--- src/core/ibc_consts.svh ---
// Constants of the two-wire bus control block: counts, codes and reset values.
`ifndef IBC_CONSTS_SVH
`define IBC_CONSTS_SVH
`define IBC_LAST_DATA 4'h7
`define IBC_ACK_SLOT 4'h8
`define IBC_NINTH 4'h9
`define IBC_TENTH 4'ha
`define IBC_SMD_DISABLED 3'h0
`define IBC_DLY_NONE 3'h0
`define IBC_DLY_TAPS 8
`define IBC_BAUD_RST 8'h00
`define IBC_RX_RST 9'h000
`define IBC_TX_RST 8'hff
`define IBC_DLY_RST 8'hff
`endif

--- src/core/ibc_pkg.sv ---
// Types shared by the two-wire bus control block.
package ibc_pkg;
  typedef enum logic [1:0] {
    GEN_IDLE = 2'h0,
    GEN_ONE = 2'h1,
    GEN_TWO = 2'h3,
    GEN_THREE = 2'h2
  } ibc_gen_t;
  typedef enum logic [1:0] {
    CK_START = 2'h0,
    CK_RESTART = 2'h1,
    CK_STOP = 2'h2
  } ibc_cond_t;
  typedef struct packed {
    logic [7:0] taps;
  } ibc_dly_t;
  typedef struct packed {
    logic sclPrev;
    logic sdaPrev;
    logic xclkPrev;
    logic condSelPrev;
    logic busBusy;
    ibc_gen_t genState;
    ibc_cond_t genKind;
    logic genScl;
    logic genSda;
    logic condIrq;
    logic intScl;
    logic [7:0] baudCnt;
    logic xferActive;
    logic [3:0] bitCnt;
    logic [7:0] txShift;
    logic sdaBit;
    logic [7:0] rxShift;
    logic [8:0] rxBuf;
    logic rxValid;
    logic mismatch;
    logic mismatchAcc;
    logic arbLost;
    logic holdLow;
    logic initWait;
    logic stopRel;
    logic tenthHold;
    logic ackIrq;
    logic nackIrq;
    logic txEmpty;
    logic sclOeN;
    logic sdaOeN;
  } ibc_state_t;
endpackage

--- src/core/ibc_core.sv ---
// Two-wire bus mode control: conditions, arbitration, clocking and data path.
// Behaviour
// Detect start and stop with clock high.
// Start and stop share one request line; the code has separate start, restart and stop request inputs.
// Software sets request, then condition select.
// Select picks port output or generated conditions.
// Per-bit mismatch flag on each clock rise.
// Per-byte mismatch set at ninth falling edge.
// Software clears per-byte flag between bytes.
// Mismatch with stop enable releases data line.
// Clock sync reloads counter, pauses while pin low.
// Transfer clock is internal AND pin clock.
// Wait select holds clock low after ninth.
// Stop detection releases clock when enabled.
// Forced-low select drives clock pin low.
// Tenth-pulse hold keeps clock low after tenth.
// Eight data bits MSB first, ninth acknowledge.
// Initial data level set while serial disabled.
// Data output delay none or two-eight cycles.
// Data-disable bit releases the data line.
// Receive layout select places received bits.
// Acknowledge output drives the acknowledge data bit.
// Ninth rise raises acknowledge or not-acknowledge.
// Start-init reloads shift registers and waits.
// Pin inputs synchronised before any edge logic.
`timescale 1ns/1ps
`default_nettype none
`include "ibc_consts.svh"
module ibc_core (
  input wire logic clk,
  input wire logic reset,
  input wire logic sclPinIn,
  input wire logic sdaPinIn,
  output logic sclOut,
  output logic sclOeN,
  output logic sdaOut,
  output logic sdaOeN,
  input wire logic baudTick,
  input wire logic [7:0] baudCounterLoad,
  input wire logic internalClockSel,
  input wire logic busModeSelect,
  input wire logic [2:0] serialModeField,
  input wire logic sdaInitLevel,
  input wire logic [7:0] transmitBuffer,
  input wire logic transmitWrite,
  output logic transmitEmptyFlag,
  output logic [8:0] receiveBuffer,
  output logic receiveValid,
  input wire logic startRequest,
  input wire logic restartRequest,
  input wire logic stopRequest,
  input wire logic conditionOutputSelect,
  output logic conditionIrq,
  output logic busBusyFlag,
  input wire logic arbitrationUpdateSelect,
  output logic mismatchFlag,
  input wire logic mismatchClear,
  input wire logic dataOutputStopEnable,
  output logic arbitrationLost,
  input wire logic clockSyncEnable,
  input wire logic clockWaitSelect,
  input wire logic waitRelease,
  input wire logic stopReleaseEnable,
  input wire logic forcedLowSelect,
  input wire logic tenthPulseHoldEnable,
  input wire logic clockPhaseBit,
  input wire logic [2:0] dataDelayField,
  input wire logic dataDisableBit,
  input wire logic receiveLayoutSelect,
  input wire logic ackOutputEnable,
  input wire logic ackDataBit,
  output logic ackIrq,
  output logic nackIrq,
  output logic dmaAckRequest,
  input wire logic startInitEnable
);
  ibc_pkg::ibc_state_t r;
  ibc_pkg::ibc_state_t n;
  logic sclS;
  logic sdaS;
  logic xclk;
  logic xRise;
  logic xFall;
  logic startDet;
  logic stopDet;
  logic syncFall;
  logic pauseCnt;
  logic genTick;
  logic cmpFail;
  logic serialOff;
  logic waitEff;
  logic tenthMode;
  logic dlySda;
  logic [3:0] lastRise;

  // ********************************************************************
  // Pin synchronisation and edge detection
  // ********************************************************************

  // Both pins pass two flops before any comparator sees them.
  ibc_sync2 #(.W(2)) u_sync (
    .clk(clk),
    .reset(reset),
    .din({sclPinIn, sdaPinIn}),
    .dout({sclS, sdaS})
  );

  // Conditions are data-line edges while the clock line stays high.
  assign startDet = sclS && r.sclPrev && r.sdaPrev && !sdaS;
  assign stopDet = sclS && r.sclPrev && !r.sdaPrev && sdaS;
  // The transfer clock is the AND of the internal and pin clocks.
  assign xclk = (internalClockSel ? r.intScl : 1'b1) && sclS;
  assign xRise = xclk && !r.xclkPrev;
  assign xFall = !xclk && r.xclkPrev;
  // Sync only makes sense with the internal clock driving the bus.
  assign syncFall = clockSyncEnable && internalClockSel && r.xferActive
                    && r.intScl && r.sclPrev && !sclS;
  assign pauseCnt = clockSyncEnable && internalClockSel && r.xferActive
                    && r.intScl && !sclS;
  assign genTick = baudTick && (r.baudCnt == `IBC_BAUD_RST);
  // A mismatch is a driven level that the line does not show.
  assign cmpFail = (r.sdaBit != sdaS);
  assign serialOff = busModeSelect && (serialModeField == `IBC_SMD_DISABLED);
  assign waitEff = clockWaitSelect || r.initWait;
  assign tenthMode = clockPhaseBit && tenthPulseHoldEnable;
  assign lastRise = tenthMode ? `IBC_TENTH : `IBC_NINTH;

  // ********************************************************************
  // Data output delay
  // ********************************************************************

  // Delay only the data level so that releases still act at once.
  ibc_sda_delay u_delay (
    .clk(clk),
    .reset(reset),
    .baudTick(baudTick),
    .dataIn(r.sdaBit),
    .delaySel(dataDelayField),
    .dataOut(dlySda)
  );

  // Pin levels for each generated condition step, as {clock, data}.
  function automatic logic [1:0] genLevels(input ibc_pkg::ibc_cond_t kind,
                                           input ibc_pkg::ibc_gen_t step);
    logic [1:0] lv;
    lv = 2'h3;
    unique case (kind)
      ibc_pkg::CK_START: begin
        lv = (step == ibc_pkg::GEN_ONE) ? 2'h3 :
             (step == ibc_pkg::GEN_TWO) ? 2'h2 : 2'h0;
      end
      ibc_pkg::CK_RESTART: begin
        lv = (step == ibc_pkg::GEN_ONE) ? 2'h1 :
             (step == ibc_pkg::GEN_TWO) ? 2'h3 : 2'h2;
      end
      ibc_pkg::CK_STOP: begin
        lv = (step == ibc_pkg::GEN_ONE) ? 2'h0 :
             (step == ibc_pkg::GEN_TWO) ? 2'h2 : 2'h3;
      end
      default: begin
        lv = 2'h3;
      end
    endcase
    return lv;
  endfunction

  // ********************************************************************
  // Next-state logic
  // ********************************************************************

  // All state advances here; later sections override earlier ones.
  always_comb begin
    n = r;
    n.sclPrev = sclS;
    n.sdaPrev = sdaS;
    n.xclkPrev = xclk;
    n.condSelPrev = conditionOutputSelect;
    n.condIrq = 1'b0;
    n.ackIrq = 1'b0;
    n.nackIrq = 1'b0;
    n.rxValid = 1'b0;
    // Bus busy follows conditions; start, restart and stop each have their own request.
    if (startDet) begin
      n.busBusy = 1'b1;
      n.stopRel = 1'b0;
    end
    if (stopDet) begin
      n.busBusy = 1'b0;
      n.arbLost = 1'b0;
      n.stopRel = stopReleaseEnable;
    end
    if ((startDet || stopDet) && !conditionOutputSelect) begin
      n.condIrq = 1'b1;
    end
    // Baud counter: a sync fall reloads it for the low phase.
    if (syncFall) begin
      n.baudCnt = baudCounterLoad;
      n.intScl = 1'b0;
    end else if (baudTick && !pauseCnt) begin
      if (r.baudCnt == `IBC_BAUD_RST) begin
        n.baudCnt = baudCounterLoad;
        if (r.xferActive && r.bitCnt < lastRise) begin
          n.intScl = !r.intScl;
        end
      end else begin
        n.baudCnt = r.baudCnt - 8'h01;
      end
    end
    if (!r.xferActive) begin
      n.intScl = 1'b1;
    end
    // Condition generator, armed by the select rising after a request.
    unique case (r.genState)
      ibc_pkg::GEN_IDLE: begin
        if (conditionOutputSelect && !r.condSelPrev
            && (startRequest || restartRequest || stopRequest)) begin
          n.genState = ibc_pkg::GEN_ONE;
          n.genKind = startRequest ? ibc_pkg::CK_START :
                      restartRequest ? ibc_pkg::CK_RESTART : ibc_pkg::CK_STOP;
        end
      end
      ibc_pkg::GEN_ONE: begin
        if (genTick) begin
          n.genState = ibc_pkg::GEN_TWO;
        end
      end
      ibc_pkg::GEN_TWO: begin
        if (genTick) begin
          n.genState = ibc_pkg::GEN_THREE;
        end
      end
      ibc_pkg::GEN_THREE: begin
        if (genTick) begin
          n.genState = ibc_pkg::GEN_IDLE;
          n.condIrq = 1'b1;
        end
      end
    endcase
    if (r.genState != ibc_pkg::GEN_IDLE) begin
      {n.genScl, n.genSda} = genLevels(r.genKind, r.genState);
    end
    // Software clear goes first so a same-cycle set still wins.
    if (mismatchClear) begin
      n.mismatch = 1'b0;
    end
    if (!tenthPulseHoldEnable) begin
      n.tenthHold = 1'b0;
    end
    if (waitRelease) begin
      n.initWait = 1'b0;
    end
    if (!(clockWaitSelect || n.initWait)) begin
      n.holdLow = 1'b0;
    end
    // A loaded buffer starts the next byte when the channel is idle.
    if (!r.xferActive && !r.txEmpty && !serialOff) begin
      n.xferActive = 1'b1;
      n.txShift = transmitBuffer;
      n.bitCnt = 4'h0;
      n.mismatchAcc = 1'b0;
      n.txEmpty = 1'b1;
    end
    // Rising edges sample the line and check arbitration.
    if (xRise && r.xferActive) begin
      if (r.bitCnt <= `IBC_LAST_DATA) begin
        n.rxShift = {r.rxShift[6:0], sdaS};
        if (!arbitrationUpdateSelect) begin
          n.mismatch = cmpFail || (n.mismatch && !cmpFail && 1'b0);
        end else begin
          n.mismatchAcc = r.mismatchAcc || cmpFail;
        end
        if (r.bitCnt == `IBC_LAST_DATA && receiveLayoutSelect) begin
          n.rxBuf = {sdaS, 1'b0, r.rxShift[6:0]};
          n.rxValid = 1'b1;
        end
      end
      if (r.bitCnt == `IBC_ACK_SLOT) begin
        if (!receiveLayoutSelect) begin
          n.ackIrq = !sdaS;
          n.nackIrq = sdaS;
        end
        if (!receiveLayoutSelect || clockPhaseBit) begin
          n.rxBuf = {sdaS, r.rxShift};
          n.rxValid = 1'b1;
        end
      end
      if (r.bitCnt < `IBC_TENTH) begin
        n.bitCnt = r.bitCnt + 4'h1;
      end
    end
    // Falling edges move the next output bit onto the line.
    if (xFall && r.xferActive) begin
      if (r.bitCnt <= `IBC_LAST_DATA) begin
        n.sdaBit = r.txShift[7];
        n.txShift = {r.txShift[6:0], 1'b1};
      end else if (r.bitCnt == `IBC_ACK_SLOT) begin
        n.sdaBit = (ackOutputEnable && !conditionOutputSelect) ? ackDataBit
                   : 1'b1;
      end else if (r.bitCnt == `IBC_NINTH) begin
        n.sdaBit = 1'b1;
        n.holdLow = waitEff;
        if (arbitrationUpdateSelect && r.mismatchAcc) begin
          n.mismatch = 1'b1;
        end
        n.xferActive = tenthMode;
      end else begin
        n.tenthHold = tenthMode;
        n.xferActive = 1'b0;
      end
    end
    // A detected start can restart both shift registers in place.
    if (startDet && startInitEnable) begin
      n.xferActive = 1'b1;
      n.txShift = transmitBuffer;
      n.rxShift = 8'h00;
      n.bitCnt = 4'h0;
      n.mismatchAcc = 1'b0;
      n.initWait = 1'b1;
      n.txEmpty = r.txEmpty;
    end
    // With serial disabled the initial data level may be set.
    if (serialOff) begin
      n.xferActive = 1'b0;
      n.sdaBit = sdaInitLevel;
    end
    if (transmitWrite) begin
      n.txEmpty = 1'b0;
    end
    if (dataOutputStopEnable && n.mismatch) begin
      n.arbLost = 1'b1;
    end
    // Pin enables follow the state just computed, so a loss releases at once.
    // The disable bit wins over generated conditions as well as transfer data.
    n.sdaOeN = dataDisableBit || (conditionOutputSelect ? n.genSda
               : (n.arbLost || dlySda));
    n.sclOeN = !(forcedLowSelect || (!n.stopRel && (n.holdLow || n.tenthHold
               || (conditionOutputSelect ? !n.genScl
               : (internalClockSel && n.xferActive && !n.intScl)))));
  end

  // ********************************************************************
  // State register
  // ********************************************************************

  // Every field starts idle with both pins released.
  always_ff @(posedge clk) begin
    if (reset) begin
      r <= '0;
      r.sclPrev <= 1'b1;
      r.sdaPrev <= 1'b1;
      r.xclkPrev <= 1'b1;
      r.genScl <= 1'b1;
      r.genSda <= 1'b1;
      r.intScl <= 1'b1;
      r.txShift <= `IBC_TX_RST;
      r.rxBuf <= `IBC_RX_RST;
      r.sdaBit <= 1'b1;
      r.txEmpty <= 1'b1;
      r.sclOeN <= 1'b1;
      r.sdaOeN <= 1'b1;
    end else begin
      r <= n;
    end
  end

  // Open-drain pins only ever pull low; the enables carry the level.
  assign sclOut = 1'b0;
  assign sdaOut = 1'b0;
  assign sclOeN = r.sclOeN;
  assign sdaOeN = r.sdaOeN;
  assign transmitEmptyFlag = r.txEmpty;
  assign receiveBuffer = r.rxBuf;
  assign receiveValid = r.rxValid;
  assign conditionIrq = r.condIrq;
  assign busBusyFlag = r.busBusy;
  assign mismatchFlag = r.mismatch;
  assign arbitrationLost = r.arbLost;
  assign ackIrq = r.ackIrq;
  assign nackIrq = r.nackIrq;
  assign dmaAckRequest = r.ackIrq;
endmodule
`default_nettype wire

--- src/core/ibc_sda_delay.sv ---
// Data-line output delay of zero or two to eight count-source cycles.
`timescale 1ns/1ps
`default_nettype none
`include "ibc_consts.svh"
module ibc_sda_delay (
  input wire logic clk,
  input wire logic reset,
  input wire logic baudTick,
  input wire logic dataIn,
  input wire logic [2:0] delaySel,
  output logic dataOut
);
  ibc_pkg::ibc_dly_t r;
  ibc_pkg::ibc_dly_t n;

  // Each count-source cycle pushes the level one tap further.
  always_comb begin
    n = r;
    if (baudTick) begin
      n.taps = {r.taps[`IBC_DLY_TAPS-2:0], dataIn};
    end
  end

  always_ff @(posedge clk) begin
    if (reset) begin
      r.taps <= `IBC_DLY_RST;
    end else begin
      r <= n;
    end
  end

  // Code one gives two cycles, so the tap index equals the code.
  assign dataOut = (delaySel == `IBC_DLY_NONE) ? dataIn : r.taps[delaySel];
endmodule
`default_nettype wire

--- src/core/ibc_sync2.sv ---
// Two-stage synchroniser for levels that arrive from outside the clock domain.
`timescale 1ns/1ps
`default_nettype none
module ibc_sync2 #(
  parameter int W = 2
) (
  input wire logic clk,
  input wire logic reset,
  input wire logic [W-1:0] din,
  output logic [W-1:0] dout
);
  logic [W-1:0] stage1_r;
  logic [W-1:0] stage2_r;

  // The first stage feeds only the second; both idle high like a released bus.
  always_ff @(posedge clk) begin
    if (reset) begin
      stage1_r <= '1;
      stage2_r <= '1;
    end else begin
      stage1_r <= din;
      stage2_r <= stage1_r;
    end
  end

  assign dout = stage2_r;
endmodule
`default_nettype wire

--- config.mk ---
export PLATFORM = sky130hd
export DESIGN_NAME = ibc_core
export DESIGN_NICKNAME = d
export VERILOG_FILES = /design/src/core/ibc_pkg.sv /design/src/core/ibc_core.sv /design/src/core/ibc_sda_delay.sv /design/src/core/ibc_sync2.sv
export VERILOG_INCLUDE_DIRS = /design/src /design/src/core
export SDC_FILE = /design/constraint.sdc
export NUM_CORES = 1
export LEC_CHECK = 0
export BUFFER_PORTS_ARGS = -buffer_cell sky130_fd_sc_hd__buf_2
export CAP_MARGIN = 20
export CORE_MARGIN = 8
export CORE_UTILIZATION = 40
export DETAILED_ROUTE_END_ITERATION = 12
export PLACE_DENSITY = 0.7
export SLEW_MARGIN = 20
export SYNTH_ARGS = -nofsm -noshare
export SYNTH_HDL_FRONTEND = slang
export SYNTH_SLANG_ARGS = --single-unit
--- constraint.sdc ---
create_clock -name clk -period 4.3 [get_ports clk]
set_input_delay 0.43 -clock clk [delete_from_list [all_inputs] [get_ports clk]]
set_output_delay 0.43 -clock clk [all_outputs]
set_load 0.03 [all_outputs]
# Word-level counts from Yosys, hierarchy flattened
# Cells that the tools add are included.
[op_classes]
magnitude_cmp = 4
n_reduce_logical = 82
n_eq_ne = 14
n_bitwise = 2
muxes = 80
n_addsub = 2
[op_table]
columns = ["operator", "count"]
rows = [
  ["2-to-1 mux 1 bit", 51],
  ["logical AND 1 bit", 34],
  ["2-to-1 mux 10 bit", 3],
  ["2-to-1 mux 9 bit", 3],
  ["2-to-1 mux 13 bit", 2],
  ["2-to-1 mux 2 bit", 12],
  ["zero test 1 bit", 17],
  ["2-to-1 mux 8 bit", 2],
  ["logical OR 1 bit", 12],
  ["2-to-1 mux 12 bit", 1],
  ["2-to-1 mux 4 bit", 3],
  ["!= test 2 bit, second input constant", 5],
  ["== test 4 bit, second input constant", 2],
  ["zero test 8 bit", 1],
  ["one-hot mux 2 bit (4 select lines)", 1],
  ["AND reduction 2 bit", 4],
  ["nonzero test 2 bit", 4],
  ["subtractor 8 x 1 -> 8 bit, second input constant", 1],
  ["== test 2 bit, second input constant", 3],
  ["zero test 3 bit", 2],
  ["one-hot mux 2 bit (3 select lines)", 1],
  ["OR reduction 2 bit", 3],
  ["adder 4 x 1 -> 4 bit, second input constant", 1],
  ["== test 2 x 1 -> 1 bit, second input constant", 2],
  ["12 further kinds", 14],
]
[totals]
output_inout_bits = 22
reg_bits = 77
inputBits = 50
elab_cells = 218

# Logic depth before layout (Yosys ltp)
[logic_depth]
ltp_word = 18
ltp_mapped = 7
depth_no_buf = 7

# Modules after synthesis
# A second synthesis with hierarchy kept.
[unflattened]
cells_unflattened = 439
area_unflattened_um2 = 3762.4
[by_module_without_submodules]
columns = ["mod", "area_each_um2", "seq_area_each_um2", "cells_each", "n_inst"]
rows = [
  ["ibc_core", 3304.4, 1301.2, 402, 1],
  ["ibc_sda_delay", 352.8, 160.2, 29, 1],
  ["ibc_sync2", 105.1, 80.1, 8, 1],
]

# Worst setup path after synthesis
# Ideal clock, no wire load.
[synth_timing]
path_type = "register to register"
start = "reg r[40] (netlist name)"
end = "reg sclOeN (netlist name)"
period_less_slack_ns = 1.891
arrival_time_ns = 1.766
setup_time_ns = 0.125
setup_slack_ns = 2.409
stages_incl_launch_ff = 8
required_ns = 4.175
path_buffers = 0
cell_sequence = "dfxtp_1 inv_1 ha_1 o21ba_2 a2111oi_0 mux2_2 o21ai_0 o41ai_1"
[synth_via]
elab_chain_len = 14
elab_cells_between_ends = 33
cone_classes = "order compare (2); eq/ne (2); mux (20); reduce/logical (9)"
[synth_lines]
columns = ["item", "line", "rtl"]
rows = [
  ["start, declared", "ibc_core.sv:77", "ibc_pkg::ibc_state_t r;"],
  ["start signal, assigned", "ibc_core.sv:362", "r <= n;"],
  ["< comparator 4 bit / == test 4 bit (equally long branches)", "-", ""],
  ["logical AND 1 bit / 2-to-1 mux 1 bit (equally long branches)", "ibc_core.sv:202, ibc_core.sv:299", ""],
  ["2-to-1 mux 1 bit, on equally long branches", "ibc_core.sv:202, ibc_core.sv:296", ""],
  ["2-to-1 mux 1 bit, on equally long branches", "ibc_core.sv:200, ibc_core.sv:293", ""],
  ["2-to-1 mux 9 bit / 2-to-1 mux 1 bit (equally long branches)", "ibc_core.sv:199, ibc_core.sv:292", ""],
  ["2-to-1 mux 9 bit / 2-to-1 mux 13 bit (equally long branches)", "ibc_core.sv:196, ibc_core.sv:312", ""],
  ["2-to-1 mux 1 bit, on equally long branches", "ibc_core.sv:209, ibc_core.sv:322", ""],
  ["zero test 1 bit / logical AND 1 bit (equally long branches)", "ibc_core.sv:338", ": (internalClockSel && n.xferActive && !n.intScl)))));"],
  ["logical AND 1 bit", "ibc_core.sv:338", ""],
  ["2-to-1 mux 1 bit", "ibc_core.sv:337", "|| (conditionOutputSelect ? !n.genScl"],
  ["logical OR 1 bit *", "ibc_core.sv:337", ""],
  ["logical AND 1 bit *", "ibc_core.sv:336", "n.sclOeN = !(forcedLowSelect || (!n.stopRel && (n.holdLow || n.tenthHold"],
  ["logical OR 1 bit *", "ibc_core.sv:336", ""],
  ["zero test 1 bit *", "ibc_core.sv:336", ""],
]
# Mark *: on every way between the ends. The rest lies on a longest branch, timed or not. The select of a mux whose other input is x is not followed.
# A chain may end at the register's enable or synchronous reset.

# Worst setup path in the final report
[layout_timing]
start = "reg u_sync.stage2_r[1] (netlist: u_sync.dout[1])"
end = "reg r[24] (netlist name)"
[layout_via]
elab_chain_len = 5
elab_cells_between_ends = 9
cone_classes = "reduce/logical (9)"
[layout_lines]
columns = ["item", "line", "rtl"]
rows = [
  ["start, declared", "ibc_sync2.sv:13", "logic [W-1:0] stage2_r;"],
  ["start signal, assigned", "ibc_sync2.sv:22", "stage2_r <= stage1_r;"],
  ["logical AND 1 bit (3 in series)", "ibc_core.sv:109", "assign startDet = sclS && r.sclPrev && r.sdaPrev && !sdaS;"],
  ["logical AND 1 bit", "ibc_core.sv:312", "if (startDet && startInitEnable) begin"],
  ["OR reduction 2 bit (no line)", "-", ""],
]
# Several ways; a longest one is shown, not always the timed one.

==> flow_summary.json <==
{
  "status": "complete, no violations",
  "swShare": 0.285,
  "cts_resized": 0,
  "setup_viol": 0,
  "first_pass_iters": 4,
  "cts_hold_buf": 0,
  "drt_wl_total_mm": 9.20,
  "final_common_cell": "dfxtp_1",
  "rows": 35,
  "cpPeakStageDelay_ns": 0.57,
  "hold_start": "transmitWrite",
  "rsz0062_at_grt": "no",
  "hold_viol_final": 0,
  "antenna_cells": 0,
  "die_h_um": 113,
  "max_cap_violations": 0,
  "finalNetCount": 531,
  "fin_crit_ns": 2.27,
  "power_frac_seq": 0.512,
  "power.share.clock": 0.310,
  "crit_chain": "inv_1, nor4b_2, and2_1, mux2i_1, nor2_1",
  "drc_errors": 0,
  "final_cell_area_sq_mm": 0.00425,
  "syn_inst": 427,
  "skew_ns": 0.0103,
  "dieArea_sq_mm": 0.0127,
  "finalMaxSlewViolations": 0,
  "io_pins": 72,
  "crit_required_ns": 4.52,
  "stdcell_count": 590,
  "overflow": 0,
  "start_util": 0.410,
  "maxClockFrequency_mhz": 441,
  "grt_usage": 0.145,
  "placed_cells": 576,
  "ys_seq_area_frac": 0.411,
  "grt_pass1_vias": 3172,
  "cts.clk_slew.worst_paths_ns": 0.08,
  "p_leak_nw": 1.69,
  "tns_ns": 0,
  "synth.area.top_cells": "dfxtp_1, mux2i_1, nor2_1",
  "total_power_mw": 1.55,
  "htree_levels": 3,
  "synth_area_leader_cell": "dfxtp_1",
  "timing.final.crit_share": 0.528,
  "numCtsBuffers": 9,
  "crit_type": "flop to flop",
  "core-area_sq_mm": 0.00915,
  "netSwitchingPower_mw": 0.441,
  "intPower_mw": 1.11,
  "slew_headroom": 0.485,
  "hpwl_mm": 6.89,
  "place.gp.congestion": 0.815,
  "syn_area_per_cell_sq_um": 8.79,
  "regToRegStartpoint": "u_sync.dout[1]$_SDFF_PP1_",
  "cts_sinks": 77,
  "min_path_type": "primary input to flop",
  "viasPerCell": 5.46,
  "synthArstFlopShare": 0,
  "root_buffer": "clkbuf_8",
  "most-common-layout-cells": "dfxtp_1, buf_2, nor2_1",
  "grt_antenna_before_repair": 0,
  "synthToLayoutAreaGrowth_pct": 13.1,
  "utilization": 0.464,
  "worst_slew_pin_slew_ns": 0.763,
  "drtAntennaViolNets": 0,
  "peakVddDrop_mv": 0.176,
  "power_frac_comb": 0.178,
  "synth_edf_count": 0,
  "arrival_ns": 2.49,
  "synth.top_cell.area_share": 0.411,
  "synth-main-ff-cell": "dfxtp_1",
  "cts_tree": "done",
  "grt_start_max_net_pins": 43,
  "die_w_um": 113,
  "critPathLaunch": "u_sync.dout[1]$_SDFF_PP1_",
  "cts.path.max_buffers": 2,
  "cp_slowest_cell": "and2_1",
  "p_per_area_mw_per_mm2": 365,
  "syn_area_sq_mm": 0.00375,
  "ys_types": 66,
  "port_buffers": 69,
  "cts_setup_buffers": 0,
  "crit_path_end_kind": "flop",
  "startpoint_type": "flop",
  "clkLatencyLatePin_ns": 0.35,
  "crit_fanout": 13,
  "drive_above_1_share": 0.223,
  "num_vias": 3223,
  "place_area_sq_mm": 0.00408,
  "grt_pass1_wl_mm": 15.1,
  "ys_warn_count": 0,
  "wl_per_cell_um": 15.6,
  "ys_ff_latch": 77,
  "drt_iter0_markers": 192
}
routing by layer:
metal / up-vias / global-route usage / part of all wire
met5: - / 0 / 0
met2: 65 / 0.246 / 0.49
met4: 0 / 0.0702 / 0.021
met1: 1525 / 0.169 / 0.45
met3: 15 / 0.0341 / 0.041
li1: 1618 / - / -
cell usage after synthesis, drive strengths merged (2+ instances only):
cell type	instances
dfxtp	77
nor2	44
nand2	25
o21ai	20
clkbuf	19
mux2i	18
nor3	18
or2	18
a21oi	16
buf	15
nor2b	14
inv	12
a211o	10
a31oi	10
nand2b	9
a21o	8
nor4	7
or3	6
ha	5
nand3	4
nand3b	4
nor4b	4
o211ai	4
a32oi	3
and2	3
mux2	3
nand4b	3
o21a	3
o21bai	3
o311ai	3
or4	3
a211oi	2
a221oi	2
and3b	2
mux4	2
nand4	2
nor3b	2
o41ai	2
or3b	2
xnor2	2
state kept, by name (all words and copies together), names as in the netlist:
register	cells
ackIrq	1
arbitrationLost	1
busBusyFlag	1
conditionIrq	1
mismatchFlag	1
nackIrq	1
r	46
receiveBuffer	9
receiveValid	1
sclOeN	1
sdaOeN	1
transmitEmptyFlag	1
u_delay.r	8
u_sync.dout	2
u_sync.stage1_r	2
final cells by class:
cell class	instances	area (sq um)
Clock buffer	12	155
Clock inverter	2	10.0
Fill cell	884	4910
Inverter	12	45.0
Multi-Input combinational cell	305	1990
Sequential cell	77	1540
Tap cell	111	139
Timing Repair Buffer	71	360
power groups by stage:
stage / clock network [mW] / registers, mW / logic [mW]
floorplan: 0 / 0.797 / 0.204
global placement: 0 / 0.806 / 0.268
detailed placement: 0 / 0.807 / 0.274
CTS: 0.495 / 0.792 / 0.275
global route: 0.523 / 0.798 / 0.304
finish: 0.480 / 0.793 / 0.276
final timing paths:
path / slack, ns / endpoint / cells past startpoint
setup / recovery: 2.03 / r[24]$_SDFFE_PP0P_ / 5
hold / removal: 0.26 / transmitEmptyFlag$_SDFFE_PP1P_ / 2
setup reg to reg: 2.03 / r[24]$_SDFFE_PP0P_ / 5
hold reg to reg: 0.41 / u_sync.dout[0]$_SDFF_PP1_ / 1
stage by stage:
step,hold slack (ns),worst slack [ns]
after global routing,0.253,1.82
after CTS,0.256,2.03
after global placement,0.395,2.00
after detailed placement,0.395,2.04
after floorplan,0.389,2.41
final,0.264,2.03
worst max-delay path: cells and delay by family (launching register included):
kind          cells  cell delay (ns)
buf+inv           1             0.17
flops             1             0.56
mux               1             0.26
simple gates      3             1.16
logic make-up (layout without fill, tap and decap cells):
| family | count (synthesis) | after routing | share of synthesized area |
|---|---|---|---|
| xor+xnor | 3 | 3 | 0.00700 |
| simple gates | 174 | 174 | 0.257 |
| buf+inv | 46 | 97 | 0.0587 |
| other cells | 1 | 2 | 0.000999 |
| flops | 77 | 77 | 0.411 |
| compound gates | 98 | 98 | 0.179 |
| mux | 23 | 23 | 0.0690 |
| fa+ha+maj | 5 | 5 | 0.0167 |
Note: power is estimated with default switching activity, not from simulation.
